==> config.mk <==
export PLATFORM = sky130hd
export DESIGN_NAME = dcx_context_decode
export DESIGN_NICKNAME = d
export VERILOG_FILES = /design/src/hdl/dcx_pkg.sv /design/src/hdl/dcx_entry_check.sv /design/src/hdl/dcx_context_decode.sv
export SDC_FILE = /design/constraint.sdc
export NUM_CORES = 1
export LEC_CHECK = 0
export ABC_CLOCK_PERIOD_IN_PS = 2100
export BUFFER_PORTS_ARGS = -buffer_cell sky130_fd_sc_hd__buf_4
export CORE_MARGIN = 4
export CORE_UTILIZATION = 45
export CTS_BUF_LIST = sky130_fd_sc_hd__clkbuf_16
export CTS_CLUSTER_SIZE = 12
export DETAILED_ROUTE_END_ITERATION = 16
export PLACE_DENSITY = 0.68
export REMOVE_ABC_BUFFERS = 1
export SLEW_MARGIN = 20
export SYNTH_ARGS = -nofsm -noshare
export SYNTH_HDL_FRONTEND = slang
export SYNTH_SLANG_ARGS = --single-unit
==> constraint.sdc <==
create_clock -name pclk -period 2.1 [get_ports pclk]
set_clock_uncertainty 0.1 [all_clocks]
set_input_delay 0.315 -clock pclk [delete_from_list [all_inputs] [get_ports pclk]]
set_output_delay 0.315 -clock pclk [all_outputs]
set_load 0.01 [all_outputs]
==> src/hdl/dcx_pkg.sv <==
package dcx_pkg;

    // ****************************************
    // register map (byte addresses)
    // ****************************************
    localparam logic [11:0] ADDR_CTRL = 12'h000;
    localparam logic [11:0] ADDR_ROOT_LO = 12'h004;
    localparam logic [11:0] ADDR_ROOT_HI = 12'h008;
    localparam logic [11:0] ADDR_CTX_W0 = 12'h00C;
    localparam logic [11:0] ADDR_CTX_W1 = 12'h010;
    localparam logic [11:0] ADDR_CTX_W2 = 12'h014;
    localparam logic [11:0] ADDR_CTX_W3 = 12'h018;
    localparam logic [11:0] ADDR_REQ = 12'h01C;
    localparam logic [11:0] ADDR_STATUS = 12'h020;
    localparam logic [11:0] ADDR_RESULT_TAG = 12'h024;
    localparam logic [11:0] ADDR_RESULT_PTR_LO = 12'h028;
    localparam logic [11:0] ADDR_RESULT_PTR_HI = 12'h02C;
    localparam logic [11:0] ADDR_CAP = 12'h030;

    // ****************************************
    // field positions
    // ****************************************
    // ctrl register
    localparam int CTRL_CACHING_MODE_BIT = 0;
    localparam int CTRL_TAG_WIDTH_LSB = 8;
    localparam int CTRL_TAG_WIDTH_W = 5;
    // request register
    localparam int REQ_START_BIT = 0;
    localparam int REQ_PASID_BIT = 1;
    // status register
    localparam int STAT_BUSY_BIT = 0;
    localparam int STAT_DONE_BIT = 1;
    localparam int STAT_FAULT_BIT = 2;
    localparam int STAT_CODE_LSB = 4;

    // context entry layout
    localparam int CTX_RSVD_HI_MSB = 127;
    localparam int CTX_RSVD_HI_LSB = 88;
    localparam int CTX_TAG_MSB = 87;
    localparam int CTX_TAG_LSB = 72;
    localparam int CTX_RSVD_71 = 71;
    localparam int CTX_DONT_CARE_MSB = 70;
    localparam int CTX_DONT_CARE_LSB = 67;
    localparam int CTX_TTYPE_MSB = 3;
    localparam int CTX_TTYPE_LSB = 2;
    localparam int CTX_PTR_MSB = 63;
    localparam int CTX_PTR_LSB = 12;

    // root entry layout
    localparam int ROOT_PRESENT_BIT = 0;
    localparam int ROOT_PTR_MSB = 63;
    localparam int ROOT_PTR_LSB = 12;

    // ****************************************
    // widths and reset values
    // ****************************************
    localparam int TAG_W = 16;
    localparam logic [4:0] TAG_WIDTH_MAX = 5'h10;
    localparam logic [4:0] TAG_WIDTH_RESET = 5'h10;
    localparam logic [1:0] TTYPE_SL_ONLY = 2'h0;
    localparam logic [1:0] TTYPE_SL_DEV = 2'h1;
    localparam int CTX_TABLE_SHIFT = 12;
    localparam int CTX_ENTRY_SHIFT = 4;

    // ****************************************
    // fault codes
    // ****************************************
    localparam logic [2:0] FLT_NONE = 3'h0;
    localparam logic [2:0] FLT_ROOT_ABSENT = 3'h1;
    localparam logic [2:0] FLT_RESERVED = 3'h2;
    localparam logic [2:0] FLT_ZERO_TAG = 3'h3;
    localparam logic [2:0] FLT_PASID = 3'h4;

    // ****************************************
    // types
    // ****************************************
    typedef enum logic [1:0] {
        DCX_IDLE,
        DCX_CHECK,
        DCX_DONE
    } dcx_state_e;

    typedef struct packed {
        logic ok;
        logic [2:0] code;
        logic [TAG_W-1:0] domain_tag;
        logic [63:0] second_level_table_pointer;
    } dcx_result_s;

endpackage

==> src/hdl/dcx_entry_check.sv <==
`timescale 1ns/100ps
// purely combinational check of one fetched context entry
module dcx_entry_check (
    // entry and configuration
    input wire logic [127:0] entry,
    input wire logic [4:0] tag_width,
    input wire logic caching_mode_flag,
    // outcome
    output dcx_pkg::dcx_result_s result
);

    logic [dcx_pkg::TAG_W-1:0] tag_mask;
    logic [dcx_pkg::TAG_W-1:0] raw_tag;
    logic rsvd_bad;
    logic tag_bad;

    // one mask bit per implemented tag bit
    genvar gi;
    generate
        for (gi = 0; gi < dcx_pkg::TAG_W; gi++) begin : g_mask
            assign tag_mask[gi] = (5'(gi) < tag_width);
        end
    endgenerate

    assign raw_tag = entry[dcx_pkg::CTX_TAG_MSB:dcx_pkg::CTX_TAG_LSB];

    // bits 70:67 never enter any term below
    always_comb begin
        rsvd_bad = (|entry[dcx_pkg::CTX_RSVD_HI_MSB:dcx_pkg::CTX_RSVD_HI_LSB])
                 | entry[dcx_pkg::CTX_RSVD_71];
        tag_bad = |(raw_tag & ~tag_mask);
        result = '0;
        result.domain_tag = raw_tag & tag_mask;
        result.second_level_table_pointer = {entry[dcx_pkg::CTX_PTR_MSB:dcx_pkg::CTX_PTR_LSB], 12'h000};
        if (rsvd_bad || tag_bad) begin
            result.code = dcx_pkg::FLT_RESERVED;
        end else if (caching_mode_flag && (result.domain_tag == '0)) begin
            // software was told not to do this; refuse rather than alias tag zero
            result.code = dcx_pkg::FLT_ZERO_TAG;
        end else begin
            result.ok = 1'b1;
            result.code = dcx_pkg::FLT_NONE;
        end
        if (entry[dcx_pkg::CTX_TTYPE_MSB:dcx_pkg::CTX_TTYPE_LSB] != dcx_pkg::TTYPE_SL_ONLY &&
            entry[dcx_pkg::CTX_TTYPE_MSB:dcx_pkg::CTX_TTYPE_LSB] != dcx_pkg::TTYPE_SL_DEV) begin
            result.second_level_table_pointer = '0;
        end
    end

endmodule

==> src/hdl/dcx_context_decode.sv <==
// The placing of the registers and the APB interface to the registers were decided locally.
`timescale 1ns/100ps
// Overview of operation
// - only requests without a process address space id use context entries.
// - entries are found through the root entry of the requester's bus.
// - entry bits 127:88 and 71 are reserved and must be zero.
// - domain tag is taken from entry bits 87:72.
// - translation caches may be labelled with the decoded domain tag.
// - implemented tag width is reported in the capability register.
// - tag bits above the implemented width are treated as reserved.
// - entry bits 70:67 are disregarded.
// - present root entry bits 63:12 locate a 4KB aligned context table.
// - for type 00b or 01b the second-level pointer is bits 63:12.
module dcx_context_decode (
    // clock and reset
    input wire logic pclk,
    input wire logic presetn,
    // apb slave
    input wire logic psel,
    input wire logic penable,
    input wire logic pwrite,
    input wire logic [11:0] paddr,
    input wire logic [31:0] pwdata,
    output logic [31:0] prdata,
    output logic pready,
    output logic pslverr,
    // requester bus (not used by the decode) and device/function for the lookup
    input wire logic [7:0] req_bus,
    input wire logic [7:0] req_devfn,
    // entry address and cache label
    output logic [63:0] entry_addr,
    output logic [15:0] cache_tag,
    output logic cache_tag_valid
);

    // ****************************************
    // software visible state
    // ****************************************
    logic caching_mode_flag;
    logic [4:0] tag_width;
    logic [63:0] root_entry;
    logic [127:0] ctx_entry;
    logic busy;
    logic done;
    logic fault;
    logic pasid_req;
    logic [2:0] fault_code;
    dcx_pkg::dcx_result_s held;
    dcx_pkg::dcx_state_e state;

    dcx_pkg::dcx_result_s chk;
    logic wr_acc;
    logic rd_acc;
    logic start_pulse;
    logic [4:0] wr_width;

    assign wr_acc = psel && penable && pwrite;
    assign rd_acc = psel && penable && !pwrite;
    assign start_pulse = wr_acc && (paddr == dcx_pkg::ADDR_REQ) && pwdata[dcx_pkg::REQ_START_BIT];
    assign wr_width = pwdata[dcx_pkg::CTRL_TAG_WIDTH_LSB +: dcx_pkg::CTRL_TAG_WIDTH_W];

    dcx_entry_check u_check (
        .entry(ctx_entry),
        .tag_width(tag_width),
        .caching_mode_flag(caching_mode_flag),
        .result(chk)
    );

    // ****************************************
    // configuration writes
    // ****************************************
    always_ff @(posedge pclk or negedge presetn) begin
        if (!presetn) begin
            caching_mode_flag <= 1'b0;
            tag_width <= dcx_pkg::TAG_WIDTH_RESET;
        end else if (wr_acc && paddr == dcx_pkg::ADDR_CTRL) begin
            caching_mode_flag <= pwdata[dcx_pkg::CTRL_CACHING_MODE_BIT];
            // out-of-range widths clamp so the mask never grows past the field
            if (wr_width > dcx_pkg::TAG_WIDTH_MAX) begin
                tag_width <= dcx_pkg::TAG_WIDTH_MAX;
            end else begin
                tag_width <= wr_width;
            end
        end
    end

    // entry words are writable only while busy is low (idle or done) so a check sees a stable entry
    always_ff @(posedge pclk or negedge presetn) begin
        if (!presetn) begin
            root_entry <= '0;
            ctx_entry <= '0;
        end else if (wr_acc && !busy) begin
            if (paddr == dcx_pkg::ADDR_ROOT_LO) begin
                root_entry[31:0] <= pwdata;
            end else if (paddr == dcx_pkg::ADDR_ROOT_HI) begin
                root_entry[63:32] <= pwdata;
            end else if (paddr == dcx_pkg::ADDR_CTX_W0) begin
                ctx_entry[31:0] <= pwdata;
            end else if (paddr == dcx_pkg::ADDR_CTX_W1) begin
                ctx_entry[63:32] <= pwdata;
            end else if (paddr == dcx_pkg::ADDR_CTX_W2) begin
                ctx_entry[95:64] <= pwdata;
            end else if (paddr == dcx_pkg::ADDR_CTX_W3) begin
                ctx_entry[127:96] <= pwdata;
            end
        end
    end

    // ****************************************
    // lookup sequence
    // ****************************************
    always_ff @(posedge pclk or negedge presetn) begin
        if (!presetn) begin
            state <= dcx_pkg::DCX_IDLE;
            busy <= 1'b0;
            done <= 1'b0;
            fault <= 1'b0;
            fault_code <= dcx_pkg::FLT_NONE;
            pasid_req <= 1'b0;
            held <= '0;
            entry_addr <= '0;
        end else begin
            case (state)
                dcx_pkg::DCX_IDLE: begin
                    if (start_pulse) begin
                        busy <= 1'b1;
                        done <= 1'b0;
                        fault <= 1'b0;
                        pasid_req <= pwdata[dcx_pkg::REQ_PASID_BIT];
                        // the entry is reached from this bus's root, never directly
                        entry_addr <= {root_entry[dcx_pkg::ROOT_PTR_MSB:dcx_pkg::ROOT_PTR_LSB],
                                       req_devfn, 4'h0};
                        state <= dcx_pkg::DCX_CHECK;
                    end
                end
                dcx_pkg::DCX_CHECK: begin
                    busy <= 1'b0;
                    done <= 1'b1;
                    state <= dcx_pkg::DCX_DONE;
                    if (pasid_req) begin
                        fault <= 1'b1;
                        fault_code <= dcx_pkg::FLT_PASID;
                        held <= '0;
                    end else if (!root_entry[dcx_pkg::ROOT_PRESENT_BIT]) begin
                        fault <= 1'b1;
                        fault_code <= dcx_pkg::FLT_ROOT_ABSENT;
                        held <= '0;
                    end else if (!chk.ok) begin
                        fault <= 1'b1;
                        fault_code <= chk.code;
                        held <= '0;
                    end else begin
                        fault_code <= dcx_pkg::FLT_NONE;
                        held <= chk;
                    end
                end
                dcx_pkg::DCX_DONE: begin
                    state <= dcx_pkg::DCX_IDLE;
                end
                default: begin
                    state <= dcx_pkg::DCX_IDLE;
                end
            endcase
        end
    end

    // cache label follows the last decode, cleared to zero and invalid by a refused one
    always_ff @(posedge pclk or negedge presetn) begin
        if (!presetn) begin
            cache_tag <= '0;
            cache_tag_valid <= 1'b0;
        end else if (state == dcx_pkg::DCX_CHECK) begin
            cache_tag_valid <= chk.ok && !pasid_req && root_entry[dcx_pkg::ROOT_PRESENT_BIT];
            if (chk.ok && !pasid_req && root_entry[dcx_pkg::ROOT_PRESENT_BIT]) begin
                cache_tag <= chk.domain_tag;
            end else begin
                // a refused entry must not label any cache line
                cache_tag <= '0;
            end
        end
    end

    // ****************************************
    // apb response path, zero-wait answer
    // ****************************************
    always_ff @(posedge pclk or negedge presetn) begin
        if (!presetn) begin
            prdata <= '0;
            pready <= 1'b0;
            pslverr <= 1'b0;
        end else begin
            // pready is registered from setup, so it is high in the first access cycle and each access completes there
            pready <= psel && !penable;
            pslverr <= 1'b0;
            prdata <= '0;
            if (psel && !penable && !pwrite) begin
                if (paddr == dcx_pkg::ADDR_CTRL) begin
                    prdata <= {19'h0_0000, tag_width, 7'h00, caching_mode_flag};
                end else if (paddr == dcx_pkg::ADDR_ROOT_LO) begin
                    prdata <= root_entry[31:0];
                end else if (paddr == dcx_pkg::ADDR_ROOT_HI) begin
                    prdata <= root_entry[63:32];
                end else if (paddr == dcx_pkg::ADDR_CTX_W0) begin
                    prdata <= ctx_entry[31:0];
                end else if (paddr == dcx_pkg::ADDR_CTX_W1) begin
                    prdata <= ctx_entry[63:32];
                end else if (paddr == dcx_pkg::ADDR_CTX_W2) begin
                    prdata <= ctx_entry[95:64];
                end else if (paddr == dcx_pkg::ADDR_CTX_W3) begin
                    prdata <= ctx_entry[127:96];
                end else if (paddr == dcx_pkg::ADDR_REQ) begin
                    prdata <= {31'h0000_0000, pasid_req} << dcx_pkg::REQ_PASID_BIT;
                end else if (paddr == dcx_pkg::ADDR_STATUS) begin
                    prdata <= {25'h000_0000, fault_code, 1'b0, fault, done, busy};
                end else if (paddr == dcx_pkg::ADDR_RESULT_TAG) begin
                    prdata <= {16'h0000, held.domain_tag};
                end else if (paddr == dcx_pkg::ADDR_RESULT_PTR_LO) begin
                    prdata <= held.second_level_table_pointer[31:0];
                end else if (paddr == dcx_pkg::ADDR_RESULT_PTR_HI) begin
                    prdata <= held.second_level_table_pointer[63:32];
                end else if (paddr == dcx_pkg::ADDR_CAP) begin
                    prdata <= {27'h000_0000, tag_width};
                end else begin
                    pslverr <= 1'b1;
                end
            end else if (psel && !penable) begin
                if (paddr > dcx_pkg::ADDR_CAP || paddr[1:0] != 2'b00 ||
                    paddr == dcx_pkg::ADDR_STATUS || paddr == dcx_pkg::ADDR_RESULT_TAG ||
                    paddr == dcx_pkg::ADDR_RESULT_PTR_LO || paddr == dcx_pkg::ADDR_RESULT_PTR_HI ||
                    paddr == dcx_pkg::ADDR_CAP) begin
                    pslverr <= 1'b1;
                end
            end
        end
    end

endmodule

==> After elaboration in Yosys (flattened, before gate mapping) <==
Cells that the tools add are included.
{ "classes": {"magnitude_cmp": 18, "n_eq_ne": 16, "bitwise_logic": 9, "reduce_logical": 40, "mux": 53} }
{ "op_table": {"columns": ["operator", "count"], "rows": [
  ["32-bit 2-to-1 mux", 13],
  ["80-bit 2-to-1 mux", 3],
  ["64-bit 2-to-1 mux", 1],
  ["12-bit by 6-bit equality test with 1-bit output, second input constant", 5],
  ["12-bit by 5-bit equality test with 1-bit output, second input constant", 4],
  ["4-bit by 5-bit < comparator with 1-bit output, first input constant", 8],
  ["40-bit OR reduction", 1],
  ["16-bit AND", 2],
  ["12-bit by 4-bit equality test with 1-bit output, second input constant", 2],
  ["1-bit 2-to-1 mux", 23],
  ["3-bit by 5-bit < comparator with 1-bit output, first input constant", 4],
  ["16-bit logical NOT", 1],
  ["16-bit 2-to-1 mux", 1],
  ["16-bit inverter", 1],
  ["16-bit OR reduction", 1],
  ["12-bit by 3-bit equality test with 1-bit output, second input constant", 1],
  ["12-bit by 6-bit greater-than comparator with 1-bit output, second input constant", 1],
  ["1-bit logical AND", 12],
  ["12-bit logical NOT", 1],
  ["1-bit by 5-bit < comparator with 1-bit output, first input constant", 2],
  ["2-bit by 5-bit < comparator with 1-bit output, first input constant", 2],
  ["5-bit 2-to-1 mux", 2],
  ["3-bit 2-to-1 mux", 3],
  ["1-bit logical OR", 7],
  ["other kinds (19)", 35]
]} }
{ "word_totals": {"out_inout_bits": 115, "input_bits": 65, "word_cells": 158, "regBits": 398} }

==> Depth between registers and ports, before layout <==
{ "depth": {"depth_word": 15, "depth_mapped": 10, "mapped_depth_nobuf": 6} }

==> Hierarchy <==
From an unflattened synthesis, not the netlist that was laid out.
{ "hier_totals": {"cells_unflattened": 1493, "hier_area_um2": 18484.0} }
{ "by_module_without_submodules": {"columns": ["module", "cells_per_inst", "seq_area_each_um2", "area_per_inst_um2", "instances"], "rows": [
  ["dcx_context_decode", 1315, 9960.8, 17332.9, 1],
  ["dcx_entry_check", 178, 0.0, 1151.1, 1]
]} }

==> Least setup slack after synthesis <==
Ideal clock, no wire load.
{ "synth_timing": {"kind": "input to register", "startpoint": "input paddr[3]", "endpoint": "register ctx_entry[68]", "n_path_buf": 3, "t_required_ns": 1.875, "setup_time_ns": 0.125, "arrival_ns": 2.122, "path_slack_ns": -0.246, "cell_stages": 6, "path_cell_list": "buf_2 or4b_2 clkbuf_1 nor2_1 buf_2 mux2_2"} }
{ "synth_via": {"elab_chain_len": 3, "elab_cells_between_ends": 10, "classes_between": "eq/ne (5); bitwise (4); reduce/logical (1)"} }
{ "synth_lines": {"columns": ["element", "line", "source"], "rows": [
  ["start, declared", "dcx_context_decode.sv:22", "input wire logic [11:0] paddr,"],
  ["12-bit by 5-bit equality test with 1-bit output, or another cell as far along", "dcx_context_decode.sv:99", "end else if (paddr == dcx_pkg::ADDR_CTX_W1) begin"],
  ["1-bit inverter (no source line)", null, null],
  ["6-bit AND reduction (no source line) (*)", null, null],
  ["end signal, assigned", "dcx_context_decode.sv:102", "ctx_entry[95:64] <= pwdata;"],
  ["end, declared", "dcx_context_decode.sv:42", "logic [127:0] ctx_entry;"]
]} }
Mark *: on every way between the ends. The rest lies on a longest branch, timed or not.
A chain may end at the register's enable or synchronous reset.

==> Final worst setup path <==
{ "layout_timing": {"startpoint": "register ctx_entry[97]", "endpoint": "register held[51] in the netlist's numbering"} }
{ "layout_via": {"elab_chain_len": 7} }
{ "layout_lines": {"columns": ["element", "line", "source"], "rows": [
  ["start signal, assigned", "dcx_context_decode.sv:104", "ctx_entry[127:96] <= pwdata;"],
  ["40-bit OR reduction", "dcx_entry_check.sv:29", "rsvd_bad = (|entry[dcx_pkg::CTX_RSVD_HI_MSB:dcx_pkg::CTX_RSVD_HI_LSB])"],
  ["1-bit bitwise OR", "dcx_entry_check.sv:30", "| entry[dcx_pkg::CTX_RSVD_71];"],
  ["1-bit logical OR", "dcx_entry_check.sv:35", "if (rsvd_bad || tag_bad) begin"],
  ["1-bit 2-to-1 mux", "dcx_entry_check.sv:35", null],
  ["80-bit 2-to-1 mux", "dcx_context_decode.sv:148", "end else if (!chk.ok) begin"],
  ["80-bit 2-to-1 mux", "dcx_context_decode.sv:144", "end else if (!root_entry[dcx_pkg::ROOT_PRESENT_BIT]) begin"],
  ["80-bit 2-to-1 mux", "dcx_context_decode.sv:140", "if (pasid_req) begin"],
  ["end signal, assigned", "dcx_context_decode.sv:154", "held <= chk;"],
  ["end, declared", "dcx_context_decode.sv:48", "dcx_pkg::dcx_result_s held;"]
]} }
No other way between the ends.

==> run metrics <==
status finished with violations; failing checks setup timing; Clock Latency Late Sink 570 ps; Synth Register Bits between 300 and 400; CTS tree built; Setup Viol. Count Final 88; Routed WL per cell 24.2 um; M2 GR Usage 47.8%; final std cells w/o fill between 2000 and 3000; Worst Setup End Kind flop; M1 GR Usage 38.5%; sequential fraction of the synthesis area a little under three fifths; fmax 381 MHz; M3 GR Usage ~7.6%; critical path's most frequent cell buf_4; Avg Cell Area, Syn between 10 and 15 um2; hold_ws approximately 220 ps; Sum Neg Setup Slack -40550 ps; Synth Cell Area 17200 um2; GRT Total Usage 29.3%; Yosys Warn Count 0; final worst slack -528 ps; number of global-route vias before repair 15300; fin crit share 125%; required time worst endpoint 2480 ps; FFs w/ async S/R, synth 100%; # port buffers 167; drt first pass iters 6; starting density of the core 45.7%; crit-path cells nor4_2 -> buf_4 -> nand4_1 -> a2111oi_4 -> buf_4 -> and3_4 -> o2111a_2 -> buf_6 -> buf_12 -> a22o_1; Crit Path Category flop to flop; Hold Crit Depth 6; Main synth FF type dfrtp_1; core box area 37700 um2; Slew Limit Fails 0; R2R Setup Slk -530 ps; post-DP HPWL about 43000 um; Unique masters post-synth 76; critical path's largest stage delay a little under 400 ps; die footprint 41500 um2; post-synth top area share 55.9%; worst r2r src ctx_entry[97]; switching share of power 23.0%; Area Overhead vs Synth 33.8%; min-delay src pwrite; Fin. Hold Viols 0; top cells by area, synth dfrtp_1 56%, mux2_2 12%, nand2_1 6.4%; leakage power around 12 nW; Ports 180; commonest non-fill, non-tap cell in the layout buf_4; Max Cap Violations 0; Tmin final 2630 ps; pin count of the biggest net entering global routing 90; CP max FO 19; CTS clk-pin slew, worst paths 60 ps; Diodes inserted 0; Worst-Margin Slew 1110 ps; slew margin rel. between 20% and 30%; delay-heaviest family, CP compound AO/OA/AOI/OAI gates; switching power 3.54 mW; Iter 0 DRT Violations 1098; Sink Count a little under 400; Most Crowded Layer GR met2; Int Pwr about 12 mW; FP Rows 71; Num CTS Buffers 43; Max clock buf depth 3; sequential power share 48.4%; worst r2r dst held[51]; Post-synth EDFFs 0; unrepaired setup endpoints after global routing yes; Startpoint Class flop; Max IR drop VDD about 500 uV; Die X 204 um; nets@finish 2050; filler instances 3202; H-tree level count 2; GRT Residual Overflow 0; initial antenna violation count 0; Power Density ~670 nW/um2; Final ANT Viol Nets 0; chip height around 200 um; final RePlAce weighted congestion a little under 1; Post-Place Cells 2400; stages on the worst setup path 10; Vias approximately 15000; first-pass GRT wire length slightly above 90000 um; WL final 61100 um; R2R depth 10; Hold Crit Class input pin to flop; Yosys top cell by area dfrtp_1; vias per cell 5.81; DRC viols 0; synthesized instance count 1553; critical path startpoint ctx_entry[97]; WP buf/inv 4; most frequent cells in the layout 419 x buf_4, 384 x dfrtp_1, 293 x nand2_1, 191 x mux2_2, 89 x o21ai_0; combinational power share 5.2%; share of cells above drive strength 1 between 30% and 40%; root buf cell clkbuf_16; CP Data Arrival Time about 3000 ps; Slowest-stage cell, CP dfrtp_1; worst hold endpoint prdata[9]; clock power share a little under half
## cell families (layout without fill, tap and decap cells)
logic type	Yosys count	in the layout	synth area share, %
mux	203	203	13.2
simple gates	438	438	11.3
compound gates	401	401	16.0
flops	386	386	56.1
fa+ha+maj	2	2	0.124
other cells	1	4	0.0218
buf+inv	122	579	3.27
## final cells by class
cell class | instances | area (um2) | area share, %
flip-flops and latches | 386 | 9660 | 41.9
multi-input cells | 1048 | 7170 | 31.1
repair buffers | 498 | 4250 | 18.4
clock buffers | 43 | 1080 | 4.67
well taps | 511 | 639 | 2.77
clock inverters | 30 | 216 | 0.939
inverters | 8 | 30.0 | 0.130
## power groups by stage
stage | Clock (mW) | Sequential, mW | Combinational, mW
final | 7.13 | 7.44 | 0.804
after global routing | 7.57 | 7.44 | 0.868
after CTS | 7.23 | 7.44 | 0.801
after detailed placement | 0 | 7.58 | 0.736
after global placement | 0 | 7.58 | 0.729
after floorplan | 0 | 7.58 | 0.134
## stage by stage
step | cell area (um2) | total power, mW | util [%] | setup slack, ps
after detailed placement | 21100 | 8.31 | 55.9 | -853
after global routing | 23000 | 15.9 | 61.2 | -607
final | 23000 | 15.4 | 61.2 | -528
after floorplan | 16700 | 7.71 | - | -2980
after CTS | 22900 | 15.5 | 60.8 | -542
after global placement | 21100 | 8.31 | 55.9 | -857
## registers in the layout, indices dropped and copies added, names as in the netlist, 2 cells and up
register	count
state	2
held	68
prdata	32
root_entry	64
ctx_entry	128
fault_code	3
entry_addr	60
cache_tag	16
tag_width	5
## layer usage
metal,share of wire (%),vias to the layer above,wire length [um]
li1,-,6490,-
met3,8.3,134,5050
met2,47,637,28900
met1,41,7398,25100
met5,0,-,0
met4,3.3,0,2040
## how the worst max path moves through the flow
| stage | end | slack, ps |
|---|---|---|
| global route | held[26] | -610 |
| CTS | held[12] | -540 |
| detailed placement | held[52] | -850 |
| global placement | held[19] | -860 |
| floorplan | entry_addr[10] | -2980 |
| finish | held[51] | -530 |
## cell usage after synthesis (all sizes together) (5+ instances only)
library cell,instances
nand4,5
nor4,16
a22oi,23
inv,6
o21a,5
nand2,293
a32oi,6
nor2b,6
mux2i,10
o221ai,17
a221o,14
a31oi,5
o22ai,36
nand2b,12
dfrtp,385
clkbuf,57
a21oi,75
o21ai,100
nor2,52
a22o,69
o211ai,6
or3,7
mux2,193
nor3,9
buf,57
nand3,14
## timing repair
action | CTS | global route
hold endpoints to repair | 242 | 0
hold buffers | 42 | 0
cloned | 1 | 3
pin swaps | 2 | 8
buffers inserted | 1 | 5
endpoints found under the setup margin | 91 | 91
gates resized for setup | 26 | 15
## tightest hold or removal path, stage by stage
cell,delay (ps)
buf_4,80
buf_4,100
nor2b_1,80
buf_4,160
nand2_1,50
a31oi_1,50
No activity file was read; power rests on OpenSTA's default activity.
